`config.mk`:
```
export PLATFORM = sky130hd
export DESIGN_NAME = power_on_config_and_init
export DESIGN_NICKNAME = d
export VERILOG_FILES = /design/src/power_on_config_pkg.sv /design/src/cfg_if.sv /design/src/ratio_decode.sv /design/src/init_sequencer.sv /design/src/power_on_config_and_init.sv
export VERILOG_INCLUDE_DIRS = /design/src
export SDC_FILE = /design/constraint.sdc
export NUM_CORES = 1
export LEC_CHECK = 0
export BUFFER_PORTS_ARGS = -buffer_cell sky130_fd_sc_hd__buf_2
export CAP_MARGIN = 10
export CORE_ASPECT_RATIO = 1.5
export CORE_MARGIN = 2
export CORE_UTILIZATION = 50
export CTS_CLUSTER_SIZE = 30
export DETAILED_ROUTE_END_ITERATION = 6
export HOLD_SLACK_MARGIN = 0.08
export PLACE_DENSITY = 0.87
export SYNTH_ARGS = -nofsm -noshare
export SYNTH_HDL_FRONTEND = slang
export SYNTH_SLANG_ARGS = --single-unit
```
`constraint.sdc`:
```
create_clock -name clk -period 4 [get_ports clk]
set_input_delay 0.2 -clock clk [delete_from_list [all_inputs] [get_ports clk]]
set_output_delay 0.2 -clock clk [all_outputs]
set_load 0.01 [all_outputs]
```
`src/power_on_config_regs.svh`:
```
// power-on configuration register layout, reset values and timing counts
// assumes: included by name from every module that reads these constants
//
// Behaviour
// - data error checking enable, read/write bit 1, cleared after reset
// - response error and checker-pair observation enable, bit 2, off
// - driver enables at bits 3, 4, 6, 7 off at reset; bit 5 reserved
// - bits 13, 10, 12 latched from address pins 7, 8, 10 at reset
// - bits 14, 15, 8, 9 latched from pins 6, 5, flush, init at reset
// - interrupt cluster ID from address pins 12 and 11 at bits 17:16
// - arbitration ID from four bus request pins at bits 21:20
// - core-to-bus ratio code read-only at bits 25:22 per code table
// - standby enable bit 26 read/write, set after reset; 19:18 reserved
// - whole configuration readable as one 32-bit register
// - init order: clock loop sync, arbitration, self-test, code fetch
// - bus arbiter from agent ID and pair mode; interrupt ID adds cluster
// - self-test runs only when the latched option asks for it
// - drive block-next-request stall from reset release until accepting
// - multiplexed pins keep configuration meaning until first strobe
// - no new request until priority and block-next both inactive at sample
// - ratio pins sampled during reset, latched at release, then normal
`ifndef POWER_ON_CONFIG_REGS_SVH
`define POWER_ON_CONFIG_REGS_SVH

// ====================================================================
// bit positions
`define POC_DATA_CHK      1
`define POC_RESP_CHK      2
`define POC_ADDRESS_ERROR_N_DRV      3
`define POC_BUS_ERROR_N_BUS_DRV  4
`define POC_BUS_ERROR_N_INT_DRV  6
`define POC_BUS_INITIALIZE_N_DRV     7
`define POC_TRISTATE      8
`define POC_BIST          9
`define POC_ADDRESS_ERROR_N_OBS      10
`define POC_BUS_INITIALIZE_N_OBS     12
`define POC_IOQ1          13
`define POC_VEC1M         14
`define POC_FRC           15
`define POC_CLUSTER_LSB   16
`define POC_ARB_LSB       20
`define POC_RATIO_LSB     22
`define POC_STANDBY       26

// ====================================================================
// masks and reset values
`define POC_RW_MASK       32'h0400_00DE
`define POC_RW_RESET      32'h0400_0000
`define POC_RO_MASK       32'h03F3_F700
`define POC_RATIO_RSVD    4'h8

// ====================================================================
// reset vectors
`define POC_VEC_HIGH      40'h00_FFFF_FFF0
`define POC_VEC_1MB       40'h00_000F_FFF0

// ====================================================================
// timing
`define POC_CLK_PERIOD_NS 100
`define POC_PLL_LOCK_NS   1600

`endif

```
`src/power_on_config_pkg.sv`:
```
// types shared by the power-on configuration modules
// assumes: nothing beyond the language
`default_nettype none

package power_on_config_pkg;

  // ====================================================================
  // initialization sequence, gray along the usual path
  typedef enum logic [2:0] {
    st_pll   = 3'b000,
    st_arb   = 3'b001,
    st_bist  = 3'b011,
    st_fetch = 3'b010,
    st_run   = 3'b110
  } init_state_type;

  typedef logic [3:0] ratio_code_type;

endpackage

`default_nettype wire

```
`src/cfg_if.sv`:
```
// latched configuration out to the sequencer, sequence status back
// assumes: one producer of each group, same clock on both sides
`default_nettype none

interface cfg_if;
  logic       bist_req;
  logic       frc_en;
  logic [1:0] agent_id;
  logic [1:0] cluster_id;
  logic       stall;
  logic       in_bist;
  logic       fetch_pulse;
  logic [1:0] bus_arb_id;
  logic [3:0] intc_arb_id;

  modport cfg (output bist_req, frc_en, agent_id, cluster_id,
               input  stall, in_bist, fetch_pulse, bus_arb_id, intc_arb_id);
  modport seq (input  bist_req, frc_en, agent_id, cluster_id,
               output stall, in_bist, fetch_pulse, bus_arb_id, intc_arb_id);
endinterface

`default_nettype wire

```
`src/ratio_decode.sv`:
```
// ratio strap levels to register code
// assumes: pins given as electrical levels, 1 = high
`default_nettype none
`include "power_on_config_regs.svh"

module ratio_decode (
  input  wire logic [3:0]                      pins,
  output var        power_on_config_pkg::ratio_code_type code
);
  // ====================================================================
  // pins = {lint1, lint0, ignore_numeric_error_n, address_bit20_mask_n}
  always_comb begin
    case (pins)
      4'h0: code = 4'hC;
      4'h1: code = 4'h2;
      4'h2: code = 4'h1;
      4'h3: code = 4'h0;
      4'h4: code = 4'h7;
      4'h5: code = 4'h6;
      4'h6: code = 4'h5;
      4'h7: code = 4'h4;
      4'h8: code = 4'hB;
      4'h9: code = 4'hA;
      4'hA: code = 4'h9;
      4'hB: code = `POC_RATIO_RSVD;
      4'hC: code = 4'hF;
      4'hD: code = 4'hE;
      4'hE: code = 4'hD;
      default: code = 4'h3;
    endcase
  end
endmodule // ratio_decode

`default_nettype wire

```
`src/init_sequencer.sv`:
```
// initialization sequence after reset release
// assumes: configuration in cfg is stable once reset is released
`default_nettype none

module init_sequencer #(
  parameter int unsigned PLL_LOCK_CYCLES = 16
) (
  input  wire logic clk,
  input  wire logic nrst,
  input  wire logic bist_done,
  cfg_if.seq        cfg
);
  power_on_config_pkg::init_state_type state_r, state_nxt;
  logic [15:0] cnt_r, cnt_nxt;
  logic [1:0]  bus_arb_r, bus_arb_nxt;
  logic [3:0]  intc_arb_r, intc_arb_nxt;

  // ====================================================================
  // sequence
  always_comb begin
    state_nxt    = state_r;
    cnt_nxt      = cnt_r;
    bus_arb_nxt  = bus_arb_r;
    intc_arb_nxt = intc_arb_r;
    if (!nrst) begin
      state_nxt    = power_on_config_pkg::st_pll;
      cnt_nxt      = 16'h0000;
      bus_arb_nxt  = 2'h0;
      intc_arb_nxt = 4'h0;
    end else begin
      case (state_r)
        power_on_config_pkg::st_pll: begin
          if (cnt_r == 16'(PLL_LOCK_CYCLES - 1)) begin
            state_nxt = power_on_config_pkg::st_arb;
            cnt_nxt   = 16'h0000;
          end else begin
            cnt_nxt = cnt_r + 16'h0001;
          end
        end
        power_on_config_pkg::st_arb: begin
          bus_arb_nxt  = {cfg.agent_id[1], cfg.agent_id[0] & ~cfg.frc_en};
          intc_arb_nxt = {cfg.cluster_id, cfg.agent_id};
          state_nxt = cfg.bist_req ? power_on_config_pkg::st_bist
                                   : power_on_config_pkg::st_fetch;
        end
        power_on_config_pkg::st_bist: begin
          if (bist_done) begin
            state_nxt = power_on_config_pkg::st_fetch;
          end
        end
        power_on_config_pkg::st_fetch: begin
          state_nxt = power_on_config_pkg::st_run;
        end
        power_on_config_pkg::st_run: begin
          state_nxt = state_r;
        end
        default: begin
          state_nxt = power_on_config_pkg::st_pll;
        end
      endcase
    end
  end

  always_ff @(posedge clk) begin
    state_r    <= state_nxt;
    cnt_r      <= cnt_nxt;
    bus_arb_r  <= bus_arb_nxt;
    intc_arb_r <= intc_arb_nxt;
  end

  // stall until the arbiter is set up
  assign cfg.stall       = (state_r == power_on_config_pkg::st_pll) ||
                           (state_r == power_on_config_pkg::st_arb);
  assign cfg.in_bist     = (state_r == power_on_config_pkg::st_bist);
  assign cfg.fetch_pulse = (state_r == power_on_config_pkg::st_fetch);
  assign cfg.bus_arb_id  = bus_arb_r;
  assign cfg.intc_arb_id = intc_arb_r;
endmodule // init_sequencer

`default_nettype wire

```
`src/power_on_config_and_init.sv`:
```
// power-on configuration register with strap capture and init control
// assumes: pins synchronous to clk; software access over the msr port
`default_nettype none
`include "power_on_config_regs.svh"

module power_on_config_and_init #(
  parameter int unsigned PLL_LOCK_CYCLES =
    (`POC_PLL_LOCK_NS + `POC_CLK_PERIOD_NS - 1) / `POC_CLK_PERIOD_NS
) (
  input  wire logic        clk,
  input  wire logic        nrst,
  input  wire logic        flush_n,
  input  wire logic        init_n,
  input  wire logic        addr_pin_5_n,
  input  wire logic        addr_pin_6_n,
  input  wire logic        addr_pin_7_n,
  input  wire logic        addr_pin_8_n,
  input  wire logic        addr_pin_10_n,
  input  wire logic        addr_pin_11_n,
  input  wire logic        addr_pin_12_n,
  input  wire logic [3:0]  bus_request_line_n,
  input  wire logic [1:0]  local_interrupt_pins,
  input  wire logic        address_bit20_mask_n,
  input  wire logic        ignore_numeric_error_n,
  input  wire logic        address_strobe_n,
  input  wire logic        block_next_request_in_n,
  input  wire logic        priority_agent_request_n,
  input  wire logic        bist_done,
  input  wire logic        msr_wr,
  input  wire logic        msr_rd,
  input  wire logic [31:0] msr_wdata,
  output logic      [31:0] msr_rdata,
  output logic             msr_rvalid,
  output logic             data_check_en,
  output logic             resp_check_en,
  output logic             address_error_drv_en,
  output logic             bus_error_bus_drv_en,
  output logic             bus_error_int_drv_en,
  output logic             bus_initialize_drv_en,
  output logic             standby_en,
  output logic             block_next_request_out_n,
  output logic             block_next_request_oe_n,
  output logic             bist_start,
  output logic             fetch_req,
  output logic      [39:0] fetch_addr,
  output logic      [1:0]  bus_arb_id,
  output logic      [3:0]  intc_arb_id,
  output logic             may_request,
  output logic             pins_normal,
  output logic             straps_latched
);
  cfg_if cfg ();

  power_on_config_pkg::ratio_code_type ratio_code;
  logic [31:0] ro_r, ro_nxt, ro_smp;
  logic [31:0] rw_r, rw_nxt;
  logic [31:0] rdata_r, rdata_nxt;
  logic        rvalid_r, rvalid_nxt;
  logic [1:0]  agent_r, agent_nxt, agent_smp;
  logic [39:0] fetch_addr_r, fetch_addr_nxt;
  logic        smp_tgl_r, smp_tgl_nxt;
  logic        quiet_r, quiet_nxt;
  logic        normal_r, normal_nxt;
  logic        latched_r, latched_nxt;
  logic        first_r, first_nxt;

  // ====================================================================
  // strap capture
  ratio_decode u_ratio (
    .pins ({local_interrupt_pins, ignore_numeric_error_n,
            address_bit20_mask_n}),
    .code (ratio_code)
  );

  always_comb begin
    // only one request line low at release
    case (bus_request_line_n)
      4'b0111: agent_smp = 2'h1;
      4'b1011: agent_smp = 2'h2;
      4'b1101: agent_smp = 2'h3;
      default: agent_smp = 2'h0;
    endcase
  end

  always_comb begin
    ro_smp = 32'h0000_0000;
    ro_smp[`POC_TRISTATE] = ~flush_n;
    ro_smp[`POC_BIST]     = ~init_n;
    ro_smp[`POC_VEC1M]    = ~addr_pin_6_n;
    ro_smp[`POC_FRC]      = ~addr_pin_5_n;
    ro_smp[`POC_ADDRESS_ERROR_N_OBS]  = ~addr_pin_8_n;
    ro_smp[`POC_BUS_INITIALIZE_N_OBS] = ~addr_pin_10_n;
    ro_smp[`POC_IOQ1]      = ~addr_pin_7_n;
    // cluster id, asserted pin reads one
    ro_smp[`POC_CLUSTER_LSB +: 2] = {~addr_pin_12_n, ~addr_pin_11_n};
    // arbitration id, checker shares its master's
    ro_smp[`POC_ARB_LSB +: 2] = {agent_smp[1],
                                 agent_smp[0] & addr_pin_5_n};
    ro_smp[`POC_RATIO_LSB +: 4] = ratio_code;
  end

  // sync reset lets straps follow the pins until the release edge
  always_comb begin
    ro_nxt    = ro_r;
    agent_nxt = agent_r;
    if (!nrst) begin
      ro_nxt    = ro_smp;
      agent_nxt = agent_smp;
    end
  end

  always_ff @(posedge clk) begin
    ro_r    <= ro_nxt;
    agent_r <= agent_nxt;
  end

  assign cfg.bist_req   = ro_r[`POC_BIST];
  assign cfg.frc_en     = ro_r[`POC_FRC];
  assign cfg.agent_id   = agent_r;
  assign cfg.cluster_id = ro_r[`POC_CLUSTER_LSB +: 2];

  // ====================================================================
  // software port
  always_comb begin
    rw_nxt     = rw_r;
    rdata_nxt  = rdata_r;
    rvalid_nxt = 1'b0;
    if (!nrst) begin
      rw_nxt    = `POC_RW_RESET;
      rdata_nxt = 32'h0000_0000;
    end else begin
      if (msr_wr) begin
        rw_nxt = msr_wdata & `POC_RW_MASK;
      end
      if (msr_rd) begin
        rdata_nxt  = ro_r | rw_r;
        rvalid_nxt = 1'b1;
      end
    end
  end

  always_ff @(posedge clk) begin
    rw_r     <= rw_nxt;
    rdata_r  <= rdata_nxt;
    rvalid_r <= rvalid_nxt;
  end

  assign msr_rdata             = rdata_r;
  assign msr_rvalid            = rvalid_r;
  assign data_check_en         = rw_r[`POC_DATA_CHK];
  assign resp_check_en         = rw_r[`POC_RESP_CHK];
  assign address_error_drv_en  = rw_r[`POC_ADDRESS_ERROR_N_DRV];
  assign bus_error_bus_drv_en  = rw_r[`POC_BUS_ERROR_N_BUS_DRV];
  assign bus_error_int_drv_en  = rw_r[`POC_BUS_ERROR_N_INT_DRV];
  assign bus_initialize_drv_en = rw_r[`POC_BUS_INITIALIZE_N_DRV];
  assign standby_en            = rw_r[`POC_STANDBY];

  // ====================================================================
  // init sequence and bus hand-over
  init_sequencer #(
    .PLL_LOCK_CYCLES (PLL_LOCK_CYCLES)
  ) u_seq (
    .clk       (clk),
    .nrst      (nrst),
    .bist_done (bist_done),
    .cfg       (cfg.seq)
  );

  always_comb begin
    fetch_addr_nxt = fetch_addr_r;
    smp_tgl_nxt    = ~smp_tgl_r;
    quiet_nxt      = quiet_r;
    normal_nxt     = normal_r;
    latched_nxt    = 1'b1;
    first_nxt      = 1'b0;
    if (!nrst) begin
      fetch_addr_nxt = 40'h00_0000_0000;
      smp_tgl_nxt    = 1'b0;
      quiet_nxt      = 1'b0;
      normal_nxt     = 1'b0;
      latched_nxt    = 1'b0;
      first_nxt      = 1'b1;
    end else begin
      if (cfg.fetch_pulse) begin
        fetch_addr_nxt = ro_r[`POC_VEC1M] ? `POC_VEC_1MB : `POC_VEC_HIGH;
      end
      // both released at one sample point
      if (smp_tgl_r && !cfg.stall && block_next_request_in_n &&
          priority_agent_request_n) begin
        quiet_nxt = 1'b1;
      end
      if (!address_strobe_n) begin
        normal_nxt = 1'b1;
      end
    end
  end

  always_ff @(posedge clk) begin
    fetch_addr_r <= fetch_addr_nxt;
    smp_tgl_r    <= smp_tgl_nxt;
    quiet_r      <= quiet_nxt;
    normal_r     <= normal_nxt;
    latched_r    <= latched_nxt;
    first_r      <= first_nxt;
  end

  // drive low while stalling; during reset the pin is left free
  assign block_next_request_out_n = ~(cfg.stall & nrst);
  assign block_next_request_oe_n  = ~(cfg.stall & nrst);
  assign bist_start     = cfg.in_bist;
  assign fetch_req      = cfg.fetch_pulse;
  assign fetch_addr     = fetch_addr_r;
  assign bus_arb_id     = cfg.bus_arb_id;
  assign intc_arb_id    = cfg.intc_arb_id;
  assign may_request    = quiet_r;
  assign pins_normal    = normal_r;
  assign straps_latched = latched_r;
endmodule // power_on_config_and_init

`default_nettype wire

```
==> impl_metrics.json, run 1 <==
{
  "slew_viol_final": 0,
  "end_kind": "flop",
  "pwr_density_cell_nw_per_um2": 521,
  "hpwl_um": 4520,
  "cts_buffers": 9,
  "synth-compound-area-share": 0.0321,
  "cts_tree": "built",
  "yosys.area_share.adder": 0.00377,
  "vdd_drop_max_mv": 0.284,
  "drc_errors": 0,
  "setup.worst_path.start_class": "primary input",
  "drive_gt1_frac": 0.280,
  "grt_pass1_wl_um": 10600,
  "die-height_um": 104,
  "critPathKind": "in -> reg",
  "final_common_cell": "buf_2",
  "grt-ovfl-total": 0,
  "fin_skew_ns": 0.00690,
  "netlist_area_um2": 3320,
  "row_count": 36,
  "period_share": 0.498,
  "drv_cap": 0,
  "post-place-ws_ns": 2.15,
  "hold_path.class": "in -> reg",
  "ys.flop_type": "dfxtp_1",
  "netlist_instances": 338,
  "ctsResizeCount": 0,
  "finalNetCount": 482,
  "maxSlewHeadroom": 0.547,
  "clockBufferDepth": 2,
  "yosysWarnings": 0,
  "grt_pass1_vias": 2391,
  "first_iter_violations": 123,
  "synth_xor_area_frac": 0.0396,
  "via_per_inst": 4.92,
  "htree_levels": 3,
  "rsz0062_at_grt": "false",
  "post_dp_cell_area_um2": 3580,
  "worstSkewPairLatency_ns": 0.35,
  "synth.area.mux_share": 0.103,
  "finalWirelength_um": 6430,
  "hold_viol": 0,
  "hold_path_depth": 2,
  "path_max_fanout": 33,
  "layout_common_cells": "buf_2, nor2_1, dfxtp_1",
  "core_um2": 6440,
  "syn_to_final_growth_pct": 18.1,
  "min_period_ns": 1.99,
  "clock.fmax_ghz": 0.502,
  "outcome": "complete, no violations",
  "finalSetupTns_ns": 0,
  "place.gp.congestion": 0.878,
  "setup_viol": 0,
  "n_antenna_cell": 0,
  "first_pass_iters": 4,
  "grt_max_degree": 34,
  "total_leakage_power_nw": 1.88,
  "timing_worst_slew_pin_value_ns": 0.680,
  "cts_hold_buf": 13,
  "async_flop_share": 0,
  "crit_required_ns": 4.23,
  "die_w_um": 70.5,
  "netlist-cell-type-count": 34,
  "path_clk_slew_ns": 0.07,
  "die_area_um2": 7320,
  "wl_per_cell_um": 12.7,
  "ant_nets": 0,
  "synth-simple-area-share": 0.170,
  "ys_ff_latch": 76,
  "clockRootBuffer": "clkbuf_8",
  "grtUsageTotal": 0.183,
  "crit_arrival_ns": 2.22,
  "reg2reg_depth": 4,
  "fin_ws_ns": 2.01,
  "worst_hold_slack_ns": 0.0979,
  "yosysSeqAreaShare": 0.507,
  "vias": 2486,
  "io_buffers": 102,
  "initial_utilization": 0.515,
  "ios": 150,
  "final_area_um2": 3920,
  "synth_edf_count": 16,
  "antenna_found_initial": 0,
  "clock-sinks": 76,
  "syn_area_per_cell_um2": 9.82,
  "synth_top_family_by_area": "simple AND/OR/NAND/NOR gates",
  "cts_setup_buffers": 0,
  "utilization": 0.609
}
==> cell usage after synthesis (6+ instances only) <==
cell type,number,area share
nor2_1,63,0.071
mux2i_1,34,0.10
nor4_1,8,0.015
buf_4,50,0.11
xnor2_1,9,0.024
a21oi_1,11,0.017
nand3_1,6,0.0091
dfxtp_1,60,0.36
xor2_1,6,0.016
nand4_1,7,0.013
clkbuf_1,6,0.0068
edfxtp_1,16,0.14
nand2_1,11,0.012
inv_1,14,0.016
==> layout make-up <==
type,count,area (um^2)
tap,76,95.1
sequential,76,1680
multi-input combinational,207,1240
clock inverter,1,30.0
fill,532,2520
timing repair buffer,116,648
inverter,14,52.6
clock buffer,15,176
==> critical path, stage by stage <==
cell,delay [ns]
dlygate4sd3_1,0.53
buf_2,0.14
inv_2,0.42
buf_4,0.45
a41o_1,0.37
nor2_1,0.10
==> routing by layer <==
layer,part of all wire,vias to the layer above,track usage
li1,-,1236,-
met1,0.37,1145,0.190
met2,0.55,86,0.323
met3,0.053,19,0.0477
met4,0.030,0,0.106
met5,0,-,0
==> power breakdown <==
group	leakage, nW	internal [mW]	switching (mW)
combinational	1.13	0.208	0.293
clock	0.104	0.340	0.259
sequential	0.647	0.859	0.0826
total	1.88	1.41	0.634
==> registers in the layout, indices dropped and copies added (netlist names), 2 cells and up <==
register	count
fetch_addr	2
rw_r	7
agent_r	2
msr_rdata	22
u_seq.state_r	3
ro_r	14
u_seq.cfg.intc_arb_id	4
u_seq.cnt_r	16
==> final timing paths <==
path	start	to	slack [ns]
max	nrst	u_seq.cnt_r[8]$_SDFFE_PN0N_	2.01
min	addr_pin_5_n	ro_r[15]$_DFFE_PN_	0.1
max reg2reg	u_seq.state_r[2]$_SDFFE_PN0P_	u_seq.cnt_r[8]$_SDFFE_PN0N_	2.21
min reg2reg	smp_tgl_r$_SDFF_PN0_	smp_tgl_r$_SDFF_PN0_	0.42
==> cells by family (layout without fill, tap and decap cells) <==
| kind of cell | count (synthesis) | after routing |
|---|---|---|
| fa+ha+maj | 1 | 1 |
| other cells | 1 | 22 |
| simple gates | 117 | 117 |
| flops | 76 | 76 |
| xor+xnor | 15 | 15 |
| mux | 34 | 34 |
| compound gates | 18 | 18 |
| buf+inv | 76 | 146 |
==> metrics by stage <==
| step | power (mW) | instances |
|---|---|---|
| floorplan | 1.40 | 359 |
| global placement | 1.43 | 476 |
| detailed placement | 1.45 | 476 |
| CTS | 2.06 | 505 |
| global route | 2.16 | 505 |
| finish | 2.04 | 505 |
Note: power is estimated with default switching activity, not from simulation.
==> run 2: changes to the inputs <==
Settings changed: ABC_AREA set to 1, CORE_UTILIZATION 50 to 43, PLACE_DENSITY 0.87 to 0.79.
Clock period 4 ns to 1.7 ns, I/O delays scaled along.
==> run 2 against run 1 <==
Effect of this change: routed wire length increased by 25%; via count rose by 25%; synthesized area is 6.1% higher; total power grew to 2.7 times the previous value; utilization down 6.3 points; global-route usage shrank 0.051 points; die area increased by 22%; clock power rose to 3.4 times the previous value; worst setup slack got worse by 1.7 ns.
==> impl_metrics.json, run 2 <==
{
  "r2r_setup_slack_ns": 0.32,
  "reg2reg_depth": 7,
  "vdd_drop_max_mv": 0.634,
  "total_leakage_power_nw": 2.10,
  "slowest_stage": "nor2_4",
  "die_w_um": 77.9,
  "crit_chain": "inv_2 > nand2_2 > nor2_4 > nand2_1 > nor2_1 > o21ai_0 > nor2_1",
  "first_pass_iters": 4,
  "grt_pass1_vias": 2843,
  "pwr_density_cell_nw_per_um2": 1270,
  "initial_utilization": 0.442,
  "antenna_found_initial": 0,
  "rsz0062_at_grt": "false",
  "path_clk_slew_ns": 0.05,
  "cts_tree": "built",
  "clockPowerShare": 0.369,
  "clockRootBuffer": "clkbuf_16",
  "finalSetupTns_ns": 0,
  "hold_path.class": "in -> reg",
  "hpwl_um": 5700,
  "wl_met1_um": 3180,
  "synth_top_cell_by_area": "dfxtp_1",
  "period_share": 0.815,
  "yosysMostFrequentCell": "nor2_1",
  "post-place-cells": 629,
  "syn_area_per_cell_um2": 7.67,
  "hold_viol": 0,
  "cpPeakStageDelay_ns": 0.40,
  "pwr-share-comb": 0.233,
  "cp_top_family": "simple AND/OR/NAND/NOR gates",
  "async_flop_share": 0,
  "clockBufferDepth": 2,
  "drc_errors": 0,
  "hold_path_depth": 3,
  "setup_viol": 0,
  "grt_max_degree": 31,
  "crit_arrival_ns": 1.65,
  "ys.flop_type": "dfxtp_1",
  "synth.area.top_cells": "dfxtp_1, edfxtp_1, nor2_1, buf_4, nand2_1",
  "n_antenna_cell": 0,
  "hold_start": "bus_request_line_n[1]",
  "grt-ovfl-total": 0,
  "path_max_fanout": 22,
  "layout_common_cells": "nor2_1, buf_2, nand2_1",
  "die-height_um": 115,
  "wl_met3_um": 449,
  "critPathKind": "reg -> reg",
  "final_area_um2": 4340,
  "fin_skew_ns": 0.00342,
  "synth_commonest_cells": "nor2_1, nand2_1, dfxtp_1",
  "clock.fmax_ghz": 0.722,
  "hold_end": "agent_r[1]$_DFFE_PN_",
  "synth_edf_count": 16,
  "setup.worst_path.start_class": "flop",
  "finalWirelength_um": 8040,
  "yosysWarnings": 0,
  "ctsResizeCount": 0,
  "ys_ff_latch": 76,
  "netlist_instances": 459,
  "outcome": "complete, no violations",
  "cts_setup_buffers": 0,
  "slew_viol_final": 0,
  "first_iter_violations": 186,
  "p_switching_mw": 1.67,
  "ant_nets": 0,
  "htree_levels": 3,
  "vias": 3111,
  "r2r_end": "u_seq.cnt_r[10]$_SDFFE_PN0N_",
  "dr.max_layer_used": "met4",
  "grt_pass1_wl_um": 12900,
  "seqPwrFrac": 0.398,
  "place.gp.congestion": 0.882,
  "netlist-cell-type-count": 27,
  "final_common_cell": "nor2_1",
  "min_period_ns": 1.38,
  "ios": 150,
  "finalNetCount": 610,
  "wl_per_cell_um": 12.1,
  "path_common_cell": "nor2_1",
  "post_dp_cell_area_um2": 3840,
  "end_kind": "flop",
  "row_count": 40,
  "yosysTopAreaCellShare": 0.341,
  "internal_power_mw": 3.85,
  "die_area_um2": 8940,
  "yosysSeqAreaShare": 0.478,
  "met2WireLength_um": 4210,
  "r2r-start": "u_seq.state_r[2]$_SDFFE_PN0P_",
  "io_buffers": 102,
  "cts_buffers": 9,
  "clock-sinks": 76,
  "p_sw_frac": 0.302,
  "final_cells": 662,
  "cp_num_buf_inv": 1,
  "largest_register_ff_count": 22,
  "drv_cap": 0,
  "syn_to_final_growth_pct": 23.2,
  "core_um2": 7960,
  "via_per_inst": 4.70,
  "worstSkewPairLatency_ns": 0.33,
  "netlist_area_um2": 3520,
  "crit_required_ns": 1.96,
  "cts_hold_buf": 17,
  "drive_gt1_frac": 0.250,
  "grtUsageTotal": 0.182
}
run 2: cell types whose count changed after synthesis, moves of 9 or more:
| cell | delta |
|---|---|
| inv_1 | +23 |
| nor2_2 | +9 |
| nand2_1 | +55 |
| xnor2_1 | -9 |
| mux2i_1 | -34 |
| nor2_1 | +45 |
| o21ai_0 | +36 |
| nand3_1 | +17 |
run 2: worst min-delay path: stages:
cell and delay, ns:
buf_2 0.10, nor2_1 0.04, nor2_1 0.09
run 2: layout make-up:
class / count / area, um^2
Clock buffer: 11 / 253
Clock inverter: 5 / 73.8
Timing Repair Buffer: 123 / 711
Sequential cell: 76 / 1680
Fill cell: 733 / 3620
Inverter: 40 / 150
Multi-Input combinational cell: 302 / 1340
Tap cell: 105 / 131
run 2: per-layer routing:
layer  track usage  vias up
met4        0.0905        0
met3        0.0385       16
met1         0.195     1422
met5             0        -
met2         0.337      104
li1              -     1569
run 2: metrics by stage:
stage | power [mW] | utilization | setup WS (ns) | hold WS, ns
CTS | 5.58 | 0.545 | 0.316 | 0.0888
detailed placement | 3.50 | 0.483 | 0.335 | 0.281
global route | 5.82 | 0.545 | 0.118 | 0.0990
floorplan | 3.34 | - | 0.594 | 0.113
finish | 5.52 | 0.545 | 0.315 | 0.105
global placement | 3.47 | 0.483 | 0.369 | 0.267
run 2: how the worst max path moves through the flow:
stage                                             start                            end  slack (ns)  depth (start not counted)
after floorplan             u_seq.cnt_r[1]$_SDFFE_PN0N_  u_seq.state_r[0]$_SDFFE_PN0P_        0.59                          7
after global placement    u_seq.state_r[0]$_SDFFE_PN0P_   u_seq.cnt_r[10]$_SDFFE_PN0N_        0.37                          7
after detailed placement  u_seq.state_r[2]$_SDFFE_PN0P_   u_seq.cnt_r[10]$_SDFFE_PN0N_        0.34                          7
after CTS                 u_seq.state_r[2]$_SDFFE_PN0P_   u_seq.cnt_r[10]$_SDFFE_PN0N_        0.32                          7
after global routing      u_seq.state_r[0]$_SDFFE_PN0P_   u_seq.cnt_r[10]$_SDFFE_PN0N_        0.12                          7
final                     u_seq.state_r[2]$_SDFFE_PN0P_   u_seq.cnt_r[10]$_SDFFE_PN0N_        0.32                          7
run 2: power groups by stage:
stage | clock (mW) | combinational [mW] | sequential (mW)
after floorplan | 0 | 1.07 | 2.27
after global placement | 0 | 1.25 | 2.22
after detailed placement | 0 | 1.27 | 2.23
after CTS | 2.08 | 1.30 | 2.20
after global routing | 2.15 | 1.44 | 2.23
final | 2.04 | 1.29 | 2.20
run 2: logic make-up (layout without fill, tap and decap cells):
| family | after synthesis | in the layout | synth area share |
|---|---|---|---|
| AO/OA/AOI/OAI | 58 | 58 | 0.0871 |
| XOR/XNOR | 4 | 4 | 0.00995 |
| flip-flops | 76 | 76 | 0.478 |
| adder cells (fa/ha/maj) | 1 | 1 | 0.00355 |
| other | 1 | 22 | 0.00107 |
| buffers and inverters | 102 | 179 | 0.165 |
| AND/OR/NAND/NOR | 217 | 217 | 0.256 |
